### config.mk
export PLATFORM = sky130hd
export DESIGN_NAME = sadc_ctrl
export DESIGN_NICKNAME = d
export VERILOG_FILES = /design/src/pkg/sadc_pkg.sv /design/src/core/sadc_sync.sv /design/src/core/sadc_tick.sv /design/src/core/sadc_ctrl.sv
export VERILOG_INCLUDE_DIRS = /design/src /design/src/pkg
export SDC_FILE = /design/constraint.sdc
export NUM_CORES = 1
export LEC_CHECK = 0
export ABC_AREA = 1
export BUFFER_PORTS_ARGS = -buffer_cell sky130_fd_sc_hd__buf_2
export CAP_MARGIN = 20
export CELL_PAD_IN_SITES_DETAIL_PLACEMENT = 1
export CELL_PAD_IN_SITES_GLOBAL_PLACEMENT = 2
export CORE_MARGIN = 2
export CORE_UTILIZATION = 30
export CTS_CLUSTER_DIAMETER = 30
export DETAILED_ROUTE_END_ITERATION = 12
export PLACE_DENSITY_LB_ADDON = 0.05
export SETUP_SLACK_MARGIN = 0.4
export SLEW_MARGIN = 20
export SYNTH_ARGS = -nofsm -noshare
export SYNTH_HDL_FRONTEND = slang
export SYNTH_SLANG_ARGS = --single-unit
### constraint.sdc
create_clock -name clk_i -period 2.75 [get_ports clk_i]
set_clock_uncertainty 0.1 [all_clocks]
set_input_delay 0 -clock clk_i [delete_from_list [all_inputs] [get_ports clk_i]]
set_output_delay 0 -clock clk_i [all_outputs]
set_load 0.1 [all_outputs]
### src/pkg/sadc_params.svh
`ifndef SADC_PARAMS_SVH
`define SADC_PARAMS_SVH

// ------------------------------------------------------------
// Register indices and byte addresses
// ------------------------------------------------------------
`define SADC_IDX_RESULT 8'h4e
`define SADC_IDX_CTRL 8'h4f
`define SADC_IDX_WIDTH 8

// ------------------------------------------------------------
// Control register field positions
// ------------------------------------------------------------
`define SADC_BIT_DONE 7
`define SADC_BIT_RC 6
`define SADC_BIT_ON 5
`define SADC_BIT_RSVD 4

// ------------------------------------------------------------
// Reset values
// ------------------------------------------------------------
`define SADC_CTRL_RESET 8'h00
`define SADC_RESULT_RESET 8'h00

// ------------------------------------------------------------
// Timing
// ------------------------------------------------------------
`define SADC_CONV_CYCLES 32
`define SADC_SAMPLE_CYCLES 12
`define SADC_CLK_HZ 10000000
`define SADC_MIN_OP_HZ 1000000

`endif

### src/pkg/sadc_pkg.sv
package sadc_pkg;

    // Converter sequencer states
    typedef enum logic [1:0] {
        SADC_IDLE,
        SADC_SAMPLE,
        SADC_APPROX,
        SADC_FINISH
    } sadc_state_t;

    // Analog front-end controls
    typedef struct packed {
        logic sample_close;
        logic [3:0] mux_sel;
        logic [7:0] dac_code;
        logic comp_on;
        logic rc_osc_on;
    } sadc_afe_t;

    // Wishbone request bundle
    typedef struct packed {
        logic cyc;
        logic stb;
        logic we;
        logic [7:0] adr;
        logic [31:0] dat;
        logic [3:0] sel;
    } sadc_wb_req_t;

endpackage

### src/core/sadc_sync.sv
`timescale 1ns/1ps
`default_nettype none

// Two-flop synchroniser for the comparator decision
module sadc_sync (
    input wire logic clk_i,
    input wire logic rst_i,
    input wire logic d_i,
    output logic q_o
);

    logic meta_reg;

    // Only the second stage reads the first
    always_ff @(posedge clk_i) begin
        if (rst_i) begin
            meta_reg <= 1'b0;
            q_o <= 1'b0;
        end else begin
            meta_reg <= d_i;
            q_o <= meta_reg;
        end
    end

endmodule

`default_nettype wire

### src/core/sadc_tick.sv
`timescale 1ns/1ps
`default_nettype none

// Conversion clock tick: bus clock or resynchronised RC clock
module sadc_tick (
    input wire logic clk_i,
    input wire logic rst_i,
    input wire logic use_rc_i,
    input wire logic rc_clk_i,
    output logic tick_o
);

    logic rc_meta_reg;
    logic rc_sync_reg;
    logic rc_prev_reg;

    // Sample RC clock into bus domain, detect rising edge
    always_ff @(posedge clk_i) begin
        if (rst_i) begin
            rc_meta_reg <= 1'b0;
            rc_sync_reg <= 1'b0;
            rc_prev_reg <= 1'b0;
            tick_o <= 1'b0;
        end else begin
            rc_meta_reg <= rc_clk_i;
            rc_sync_reg <= rc_meta_reg;
            rc_prev_reg <= rc_sync_reg;
            tick_o <= use_rc_i ? (rc_sync_reg & ~rc_prev_reg) : 1'b1;
        end
    end

endmodule

`default_nettype wire

### src/core/sadc_ctrl.sv
// Our own choice: register access over Wishbone.
`timescale 1ns/1ps
`default_nettype none
`include "sadc_params.svh"

module sadc_ctrl #(
    parameter int CONV_CYCLES = `SADC_CONV_CYCLES,
    parameter int SAMPLE_CYCLES = `SADC_SAMPLE_CYCLES
) (
    input wire logic clk_i,
    input wire logic rst_i,
    // Wishbone slave
    input wire logic wb_cyc_i,
    input wire logic wb_stb_i,
    input wire logic wb_we_i,
    input wire logic [7:0] wb_adr_i,
    input wire logic [31:0] wb_dat_i,
    input wire logic [3:0] wb_sel_i,
    output logic [31:0] wb_dat_o,
    output logic wb_ack_o,
    // Power modes and clocks
    input wire logic stop_mode_i,
    input wire logic wait_mode_i,
    input wire logic rc_clk_i,
    // Analog front end
    input wire logic comparator_i,
    output logic sample_close_o,
    output logic [3:0] channel_select_o,
    output logic [7:0] dac_code_o,
    output logic converter_power_on_o,
    output logic rc_osc_on_o
);

    // ------------------------------------------------------------
    // Declarations
    // ------------------------------------------------------------
    sadc_pkg::sadc_state_t state_reg;
    sadc_pkg::sadc_wb_req_t req;
    logic rc_clock_select_reg;
    logic converter_power_on_reg;
    logic [3:0] channel_select_reg;
    logic done_reg;
    logic [7:0] adc_result_reg;
    logic [7:0] sar_reg;
    logic [7:0] trial_reg;
    logic [5:0] cyc_cnt_reg;
    logic [3:0] samp_cnt_reg;
    logic tick;
    logic comp_sync;
    logic access;
    logic ctrl_wr;
    logic result_rd;
    logic finish;
    logic [7:0] ctrl_view;

    // Address decode shared by read and write paths
    function automatic logic hits(input logic [7:0] adr, input logic [7:0] idx);
        hits = (adr == idx);
    endfunction

    // ------------------------------------------------------------
    // Submodules
    // ------------------------------------------------------------
    // Operating clock selection
    sadc_tick u_tick (
        .clk_i(clk_i),
        .rst_i(rst_i),
        .use_rc_i(rc_clock_select_reg),
        .rc_clk_i(rc_clk_i),
        .tick_o(tick)
    );

    // Comparator resynchronised
    sadc_sync u_sync (
        .clk_i(clk_i),
        .rst_i(rst_i),
        .d_i(comparator_i),
        .q_o(comp_sync)
    );

    // ------------------------------------------------------------
    // Bus decode
    // ------------------------------------------------------------
    assign req = '{cyc: wb_cyc_i, stb: wb_stb_i, we: wb_we_i, adr: wb_adr_i, dat: wb_dat_i, sel: wb_sel_i};
    assign access = req.cyc & req.stb & ~wb_ack_o;
    assign ctrl_wr = access & req.we & req.sel[0] & hits(req.adr, `SADC_IDX_CTRL);
    assign result_rd = access & ~req.we & hits(req.adr, `SADC_IDX_RESULT);
    assign finish = (state_reg == sadc_pkg::SADC_FINISH);
    assign ctrl_view = {done_reg, rc_clock_select_reg, converter_power_on_reg, 1'b0, channel_select_reg};

    // Single-wait-state ack and read data
    always_ff @(posedge clk_i) begin
        if (rst_i) begin
            wb_ack_o <= 1'b0;
            wb_dat_o <= 32'h0000_0000;
        end else begin
            wb_ack_o <= access;
            if (access && !req.we) begin
                if (hits(req.adr, `SADC_IDX_CTRL))
                    wb_dat_o <= {24'h00_0000, ctrl_view};
                else if (hits(req.adr, `SADC_IDX_RESULT))
                    wb_dat_o <= {24'h00_0000, adc_result_reg};
                else
                    wb_dat_o <= 32'h0000_0000;
            end
        end
    end

    // ------------------------------------------------------------
    // Control register
    // ------------------------------------------------------------
    always_ff @(posedge clk_i) begin
        if (rst_i) begin
            rc_clock_select_reg <= 1'b0;
            converter_power_on_reg <= 1'b0;
            channel_select_reg <= 4'h0;
        end else if (ctrl_wr) begin
            rc_clock_select_reg <= req.dat[`SADC_BIT_RC];
            converter_power_on_reg <= req.dat[`SADC_BIT_ON];
            channel_select_reg <= req.dat[3:0];
        end
    end

    // ------------------------------------------------------------
    // Conversion sequencer
    // ------------------------------------------------------------
    // Wait mode does not affect it; stop mode and power-off abort it
    always_ff @(posedge clk_i) begin
        if (rst_i) begin
            state_reg <= sadc_pkg::SADC_IDLE;
            cyc_cnt_reg <= 6'h00;
            samp_cnt_reg <= 4'h0;
            sar_reg <= 8'h00;
            trial_reg <= 8'h80;
        end else if (stop_mode_i || !converter_power_on_reg) begin
            state_reg <= sadc_pkg::SADC_IDLE;
        end else if (ctrl_wr) begin
            state_reg <= sadc_pkg::SADC_IDLE;
        end else begin
            case (state_reg)
                sadc_pkg::SADC_IDLE: begin
                    state_reg <= sadc_pkg::SADC_SAMPLE;
                    cyc_cnt_reg <= 6'h00;
                    samp_cnt_reg <= 4'h0;
                    sar_reg <= 8'h00;
                    trial_reg <= 8'h80;
                end
                sadc_pkg::SADC_SAMPLE: begin
                    // Ticks are not counted here: all 32 go to the eight bit trials
                    samp_cnt_reg <= samp_cnt_reg + 4'h1;
                    if (samp_cnt_reg == 4'(SAMPLE_CYCLES - 1))
                        state_reg <= sadc_pkg::SADC_APPROX;
                end
                sadc_pkg::SADC_APPROX: begin
                    if (tick) begin
                        cyc_cnt_reg <= cyc_cnt_reg + 6'h01;
                        if (trial_reg != 8'h00 && cyc_cnt_reg[1:0] == 2'b11) begin
                            // Keep bit when input above DAC; top input gives ff
                            if (comp_sync)
                                sar_reg <= sar_reg | trial_reg;
                            trial_reg <= trial_reg >> 1;
                        end
                        if (cyc_cnt_reg == 6'(CONV_CYCLES - 1))
                            state_reg <= sadc_pkg::SADC_FINISH;
                    end
                end
                sadc_pkg::SADC_FINISH: begin
                    state_reg <= sadc_pkg::SADC_IDLE;
                end
                default: state_reg <= sadc_pkg::SADC_IDLE;
            endcase
        end
    end

    // ------------------------------------------------------------
    // Result and done flag
    // ------------------------------------------------------------
    always_ff @(posedge clk_i) begin
        if (rst_i) begin
            adc_result_reg <= `SADC_RESULT_RESET;
        end else if (finish && !ctrl_wr && !stop_mode_i && converter_power_on_reg) begin
            adc_result_reg <= sar_reg;
        end
    end

    // Set beats a read-clear; a control write always clears
    always_ff @(posedge clk_i) begin
        if (rst_i) begin
            done_reg <= 1'b0;
        end else if (ctrl_wr) begin
            done_reg <= 1'b0;
        end else if (finish && !stop_mode_i && converter_power_on_reg) begin
            done_reg <= 1'b1;
        end else if (result_rd) begin
            done_reg <= 1'b0;
        end
    end

    // ------------------------------------------------------------
    // Analog front-end outputs
    // ------------------------------------------------------------
    always_ff @(posedge clk_i) begin
        if (rst_i) begin
            sample_close_o <= 1'b0;
            channel_select_o <= 4'h0;
            dac_code_o <= 8'h00;
            converter_power_on_o <= 1'b0;
            rc_osc_on_o <= 1'b0;
        end else begin
            sample_close_o <= (state_reg == sadc_pkg::SADC_SAMPLE) && !stop_mode_i;
            channel_select_o <= channel_select_reg;
            dac_code_o <= sar_reg | trial_reg;
            converter_power_on_o <= converter_power_on_reg & ~stop_mode_i;
            rc_osc_on_o <= rc_clock_select_reg & ~stop_mode_i;
        end
    end

    // ------------------------------------------------------------
    // Assertions
    // ------------------------------------------------------------
    property p_reset_clear;
        @(posedge clk_i) rst_i |=> !done_reg && !converter_power_on_reg && !rc_clock_select_reg;
    endproperty
    a_reset_clear: assert property (p_reset_clear) else $error("reset left state set");

    property p_write_clears;
        @(posedge clk_i) disable iff (rst_i) ctrl_wr |=> !done_reg && state_reg == sadc_pkg::SADC_IDLE;
    endproperty
    a_write_clears: assert property (p_write_clears) else $error("write did not abort");

    property p_done_load;
        @(posedge clk_i) disable iff (rst_i)
            finish && !ctrl_wr && !stop_mode_i && converter_power_on_reg |=> done_reg && adc_result_reg == $past(sar_reg);
    endproperty
    a_done_load: assert property (p_done_load) else $error("result not loaded");

    property p_read_clear;
        @(posedge clk_i) disable iff (rst_i) result_rd && !finish && !ctrl_wr |=> !done_reg;
    endproperty
    a_read_clear: assert property (p_read_clear) else $error("read did not clear done");

    property p_restart;
        @(posedge clk_i) disable iff (rst_i)
            finish && !ctrl_wr && !stop_mode_i && converter_power_on_reg |=> ##1 state_reg == sadc_pkg::SADC_SAMPLE;
    endproperty
    a_restart: assert property (p_restart) else $error("no automatic restart");

    property p_stop;
        @(posedge clk_i) disable iff (rst_i) stop_mode_i |=> state_reg == sadc_pkg::SADC_IDLE && !sample_close_o;
    endproperty
    a_stop: assert property (p_stop) else $error("stop did not halt");

    property p_off_no_done;
        @(posedge clk_i) disable iff (rst_i) !converter_power_on_reg && !done_reg && !ctrl_wr |=> !done_reg;
    endproperty
    a_off_no_done: assert property (p_off_no_done) else $error("done set while off");

    property p_bit4_zero;
        @(posedge clk_i) disable iff (rst_i) wb_ack_o && !$past(wb_we_i) && $past(wb_adr_i) == `SADC_IDX_CTRL |-> wb_dat_o[4] == 1'b0;
    endproperty
    a_bit4_zero: assert property (p_bit4_zero) else $error("bit four not zero");

    property p_sample_len;
        @(posedge clk_i) disable iff (rst_i || stop_mode_i || ctrl_wr || !converter_power_on_reg)
            $rose(state_reg == sadc_pkg::SADC_SAMPLE)
            |-> (state_reg == sadc_pkg::SADC_SAMPLE) [*8] ##0 1'b1;
    endproperty
    a_sample_len: assert property (p_sample_len) else $error("sample window short");

    property p_conv_len;
        @(posedge clk_i) disable iff (rst_i || stop_mode_i || ctrl_wr || !converter_power_on_reg || rc_clock_select_reg)
            state_reg == sadc_pkg::SADC_SAMPLE ##1 state_reg == sadc_pkg::SADC_APPROX
            |-> ##32 state_reg == sadc_pkg::SADC_FINISH;
    endproperty
    a_conv_len: assert property (p_conv_len) else $error("conversion length wrong");

    c_done: cover property (@(posedge clk_i) disable iff (rst_i) $rose(done_reg));
    c_abort: cover property (@(posedge clk_i) disable iff (rst_i) ctrl_wr && state_reg == sadc_pkg::SADC_APPROX);
    c_rc: cover property (@(posedge clk_i) disable iff (rst_i) finish && rc_clock_select_reg);
    c_wait: cover property (@(posedge clk_i) disable iff (rst_i) finish && wait_mode_i);

endmodule

`default_nettype wire

==> results.sh <==
export IMPL_timing_setup_tns_ns=0
export IMPL_cp_slowest_cell="dfxtp_1"
export IMPL_antenna_found_initial=0
export IMPL_rsz0062_at_grt="false"
export IMPL_clk_latency_ns=0.35
export IMPL_drt_first_pass_iters=4
export IMPL_grt_pass1_wl_um=13700
export IMPL_start_kind="flop"
export IMPL_ir_worst_vdd_mv=0.202
export IMPL_rr_endpoint="trial_reg[2]$_SDFFE_PP0P_"
export IMPL_hold_end="u_sync.q_o$_SDFF_PP0_"
export IMPL_power_internal_mw=1.81
export IMPL_p_per_area_nw_per_um2=629
export IMPL_vias=2785
export IMPL_synth_avg_cell_area_sq_um=7.56
export IMPL_max_freq_mhz=473
export IMPL_cts_root_buf="clkbuf_8"
export IMPL_arrival_ns=2.26
export IMPL_die_area_sq_um=11700
export IMPL_holdPathStages=3
export IMPL_grt_util_all_layers_pct=15.3
export IMPL_nFillCells=1354
export IMPL_syn_to_final_growth_pct=20.6
export IMPL_r2r_start="state_reg[0]$_SDFFE_PP0P_"
export IMPL_design_core_area_sq_um=10700
export IMPL_rows=38
export IMPL_synth_yosys_seq_area_share_pct=44.7
export IMPL_drt_iter0_drc=94
export IMPL_ctsHtreeMaxLevel=3
export IMPL_netlist_instances=432
export IMPL_required_ns=2.90
export IMPL_routed_wl_um=8330
export IMPL_swShare_pct=27.2
export IMPL_drc=0
export IMPL_drt_vias_per_instance=4.37
export IMPL_gp_congestion=0.751
export IMPL_clkTransAtPathRegs_ns=0.08
export IMPL_critPathTopFamily="simple AND/OR/NAND/NOR gates"
export IMPL_dieWidth_um=108
export IMPL_worstPathCellList="inv_1 > ha_1 > inv_2 > nor2_4 > nor2_4 > nand3_4 > nor2_4 > nand2_1 > nand2_1 > nor2_1"
export IMPL_setup_viol=0
export IMPL_drv_slew=0
export IMPL_grt_max_degree=28
export IMPL_syn_area_sq_um=3270
export IMPL_placed_area_sq_um=3540
export IMPL_pwr_share_seq_pct=43.2
export IMPL_cts_made_buffers=9
export IMPL_status="completed"
export IMPL_clock_sinks=73
export IMPL_fin_crit_sh_pct=76.9
export IMPL_clockPowerShare_pct=45.5
export IMPL_worst_pin_slew_ns=0.552
export IMPL_yosysUniqueCellTypes=28
export IMPL_ctsResizeCount=0
export IMPL_power_leakage_nw=1.72
export IMPL_design_area_sq_um=3940
export IMPL_drive_above_1_share_pct=16.7
export IMPL_cts_buffer_depth=2
export IMPL_yosys_warnings=0
export IMPL_dieHeight_um=108
export IMPL_grt_pass1_vias=2761
export IMPL_place_hpwl_um=5860
export IMPL_ios=101
export IMPL_n_antenna_cell=0
export IMPL_cts_tree="done"
export IMPL_nets=553
export IMPL_path_common_cell="nor2_4"
export IMPL_ys_ff_latch=73
export IMPL_critPathMaxFanout=14
export IMPL_end_kind="flop"
export IMPL_start_util_pct=30.4
export IMPL_grt_ovfl_total=0
export IMPL_reg2reg_depth=10
export IMPL_cp_num_buf_inv=2
export IMPL_hold_class="input port to flop"
export IMPL_comb_power_share_pct=11.3
export IMPL_slew_headroom_pct=63.0
export IMPL_max_stage_delay_ns=0.41
export IMPL_finalHoldViolCount=0
export IMPL_wl_per_cell_um=13.1
export IMPL_p_switching_uw=674
export IMPL_reg2reg_slack_ns=0.64
export IMPL_ant_nets=0
export IMPL_min_period_ns=2.11
export IMPL_cap_violations=0
export IMPL_critPathKind="flop to flop"
export IMPL_port_buffers=46
export IMPL_worstHoldStart="rst_i"
layer usage:
metal / share of wire (%) / vias up / routed length [um] / GRT usage (%)
li1: - / 1451 / - / -
met1: 51 / 1274 / 4210 / 20.2
met2: 44 / 53 / 3660 / 24.4
met3: 4.5 / 7 / 371 / 4.10
met4: 1.1 / 0 / 92 / 4.67
met5: 0 / - / 0 / 0
power by group through the flow:
stage          Clock, mW  Sequential [mW]  Combinational [mW]
2_1_floorplan          0             1.14               0.211
3_3_place_gp           0             1.10               0.267
5_1_grt             1.23             1.07               0.297
6_report            1.13             1.07               0.281
4_1_cts             1.17             1.07               0.282
3_5_place_dp           0             1.10               0.269
cell type report:
| class | count | area [sq um] | area share (%) |
|---|---|---|---|
| clock buffer | 9 | 124 | 3.14 |
| clock inverter | 7 | 141 | 3.59 |
| inverter | 49 | 184 | 4.67 |
| multi-input combinational | 294 | 1440 | 36.6 |
| sequential | 73 | 1460 | 37.1 |
| tap | 140 | 175 | 4.45 |
| timing repair buffer | 66 | 413 | 10.5 |
what timing repair did:
action                                  in CTS  in global routing
endpoints found under the setup margin       0                  0
hold endpoints to repair                    14                  0
setup buffers                                0                  0
hold buffers                                13                  0
Yosys cell counts:
cell,instances,area (sq um)
buf_1,2,7.51
nor2_1,79,297
nor2_4,5,56.3
nand3_2,3,30.0
o21ai_0,31,155
buf_6,2,22.5
dfxtp_1,73,1460
o22ai_1,1,6.26
buf_4,27,203
nand4_1,2,12.5
buf_2,3,15.0
nor2_2,2,12.5
a21oi_1,27,135
inv_2,2,7.51
nor3b_2,1,12.5
nor3_1,4,20.0
nand3_4,1,17.5
o211ai_1,13,97.6
nand2_1,61,229
nand3_1,27,135
inv_1,46,173
o21bai_1,1,7.51
clkinv_1,1,3.75
o21ai_1,1,5.00
clkbuf_1,5,18.8
conb_1,1,3.75
xor2_1,4,35.0
ha_1,7,87.6
worst reg2reg max path, cell delays in order, from the launching register on:
cell and delay (ns):
dfxtp_1 0.41, inv_1 0.10, ha_1 0.32, inv_2 0.19
nor2_4 0.07, nor2_4 0.11, nand3_4 0.17, nor2_4 0.33
nand2_1 0.10, nand2_1 0.07, nor2_1 0.04
how the worst max path moves through the flow:
stage | startpoint | slack [ns] | endpoint | depth (start not counted)
floorplan | wb_ack_o$_SDFF_PP0_ | 0.67 | trial_reg[4]$_SDFFE_PP0P_ | 10
global placement | state_reg[0]$_SDFFE_PP0P_ | 0.67 | sar_reg[6]$_SDFFE_PP0P_ | 10
detailed placement | state_reg[0]$_SDFFE_PP0P_ | 0.64 | trial_reg[2]$_SDFFE_PP0P_ | 10
CTS | state_reg[0]$_SDFFE_PP0P_ | 0.62 | trial_reg[2]$_SDFFE_PP0P_ | 10
global route | state_reg[0]$_SDFFE_PP0P_ | 0.40 | sar_reg[4]$_SDFFE_PP0P_ | 10
finish | state_reg[0]$_SDFFE_PP0P_ | 0.64 | trial_reg[2]$_SDFFE_PP0P_ | 10
kinds of logic (layout without fill, tap and decap cells):
family	Yosys count	in the layout	share of synthesized area (%)
buf+inv	88	131	13.8
compound gates	74	74	12.4
fa+ha+maj	7	7	2.68
simple gates	185	185	25.2
other cells	1	24	0.115
flops	73	73	44.7
xor+xnor	4	4	1.07
stage by stage:
step | worst slack [ns] | hold slack, ns | total power, mW | instances | utilization (%)
2_1_floorplan | 0.671 | -0.0276 | 1.35 | 455 | -
3_5_place_dp | 0.639 | 0.115 | 1.36 | 609 | 33.0
4_1_cts | 0.619 | 0.0349 | 2.53 | 638 | 36.7
6_report | 0.635 | 0.0484 | 2.48 | 638 | 36.7
5_1_grt | 0.404 | 0.0702 | 2.60 | 638 | 36.7
3_3_place_gp | 0.672 | 0.0991 | 1.36 | 609 | 33.0
cell usage in the layout (no fill, tap or decap), types with 2 or more instances in the layout:
cell	n
nand2_1	61
o21ai_0	31
clkbuf_8	9
conb_1	24
o211ai_1	13
xor2_1	4
nor2_4	5
nor2_1	79
dfxtp_1	73
nor3_1	4
inv_1	46
inv_2	2
nor2_2	2
buf_4	7
nand3_2	3
ha_1	7
a21oi_1	27
buf_2	46
bufinv_16	4
dlygate4sd3_1	13
nand4_1	2
nand3_1	27
Note: power is estimated with default switching activity, not from simulation.
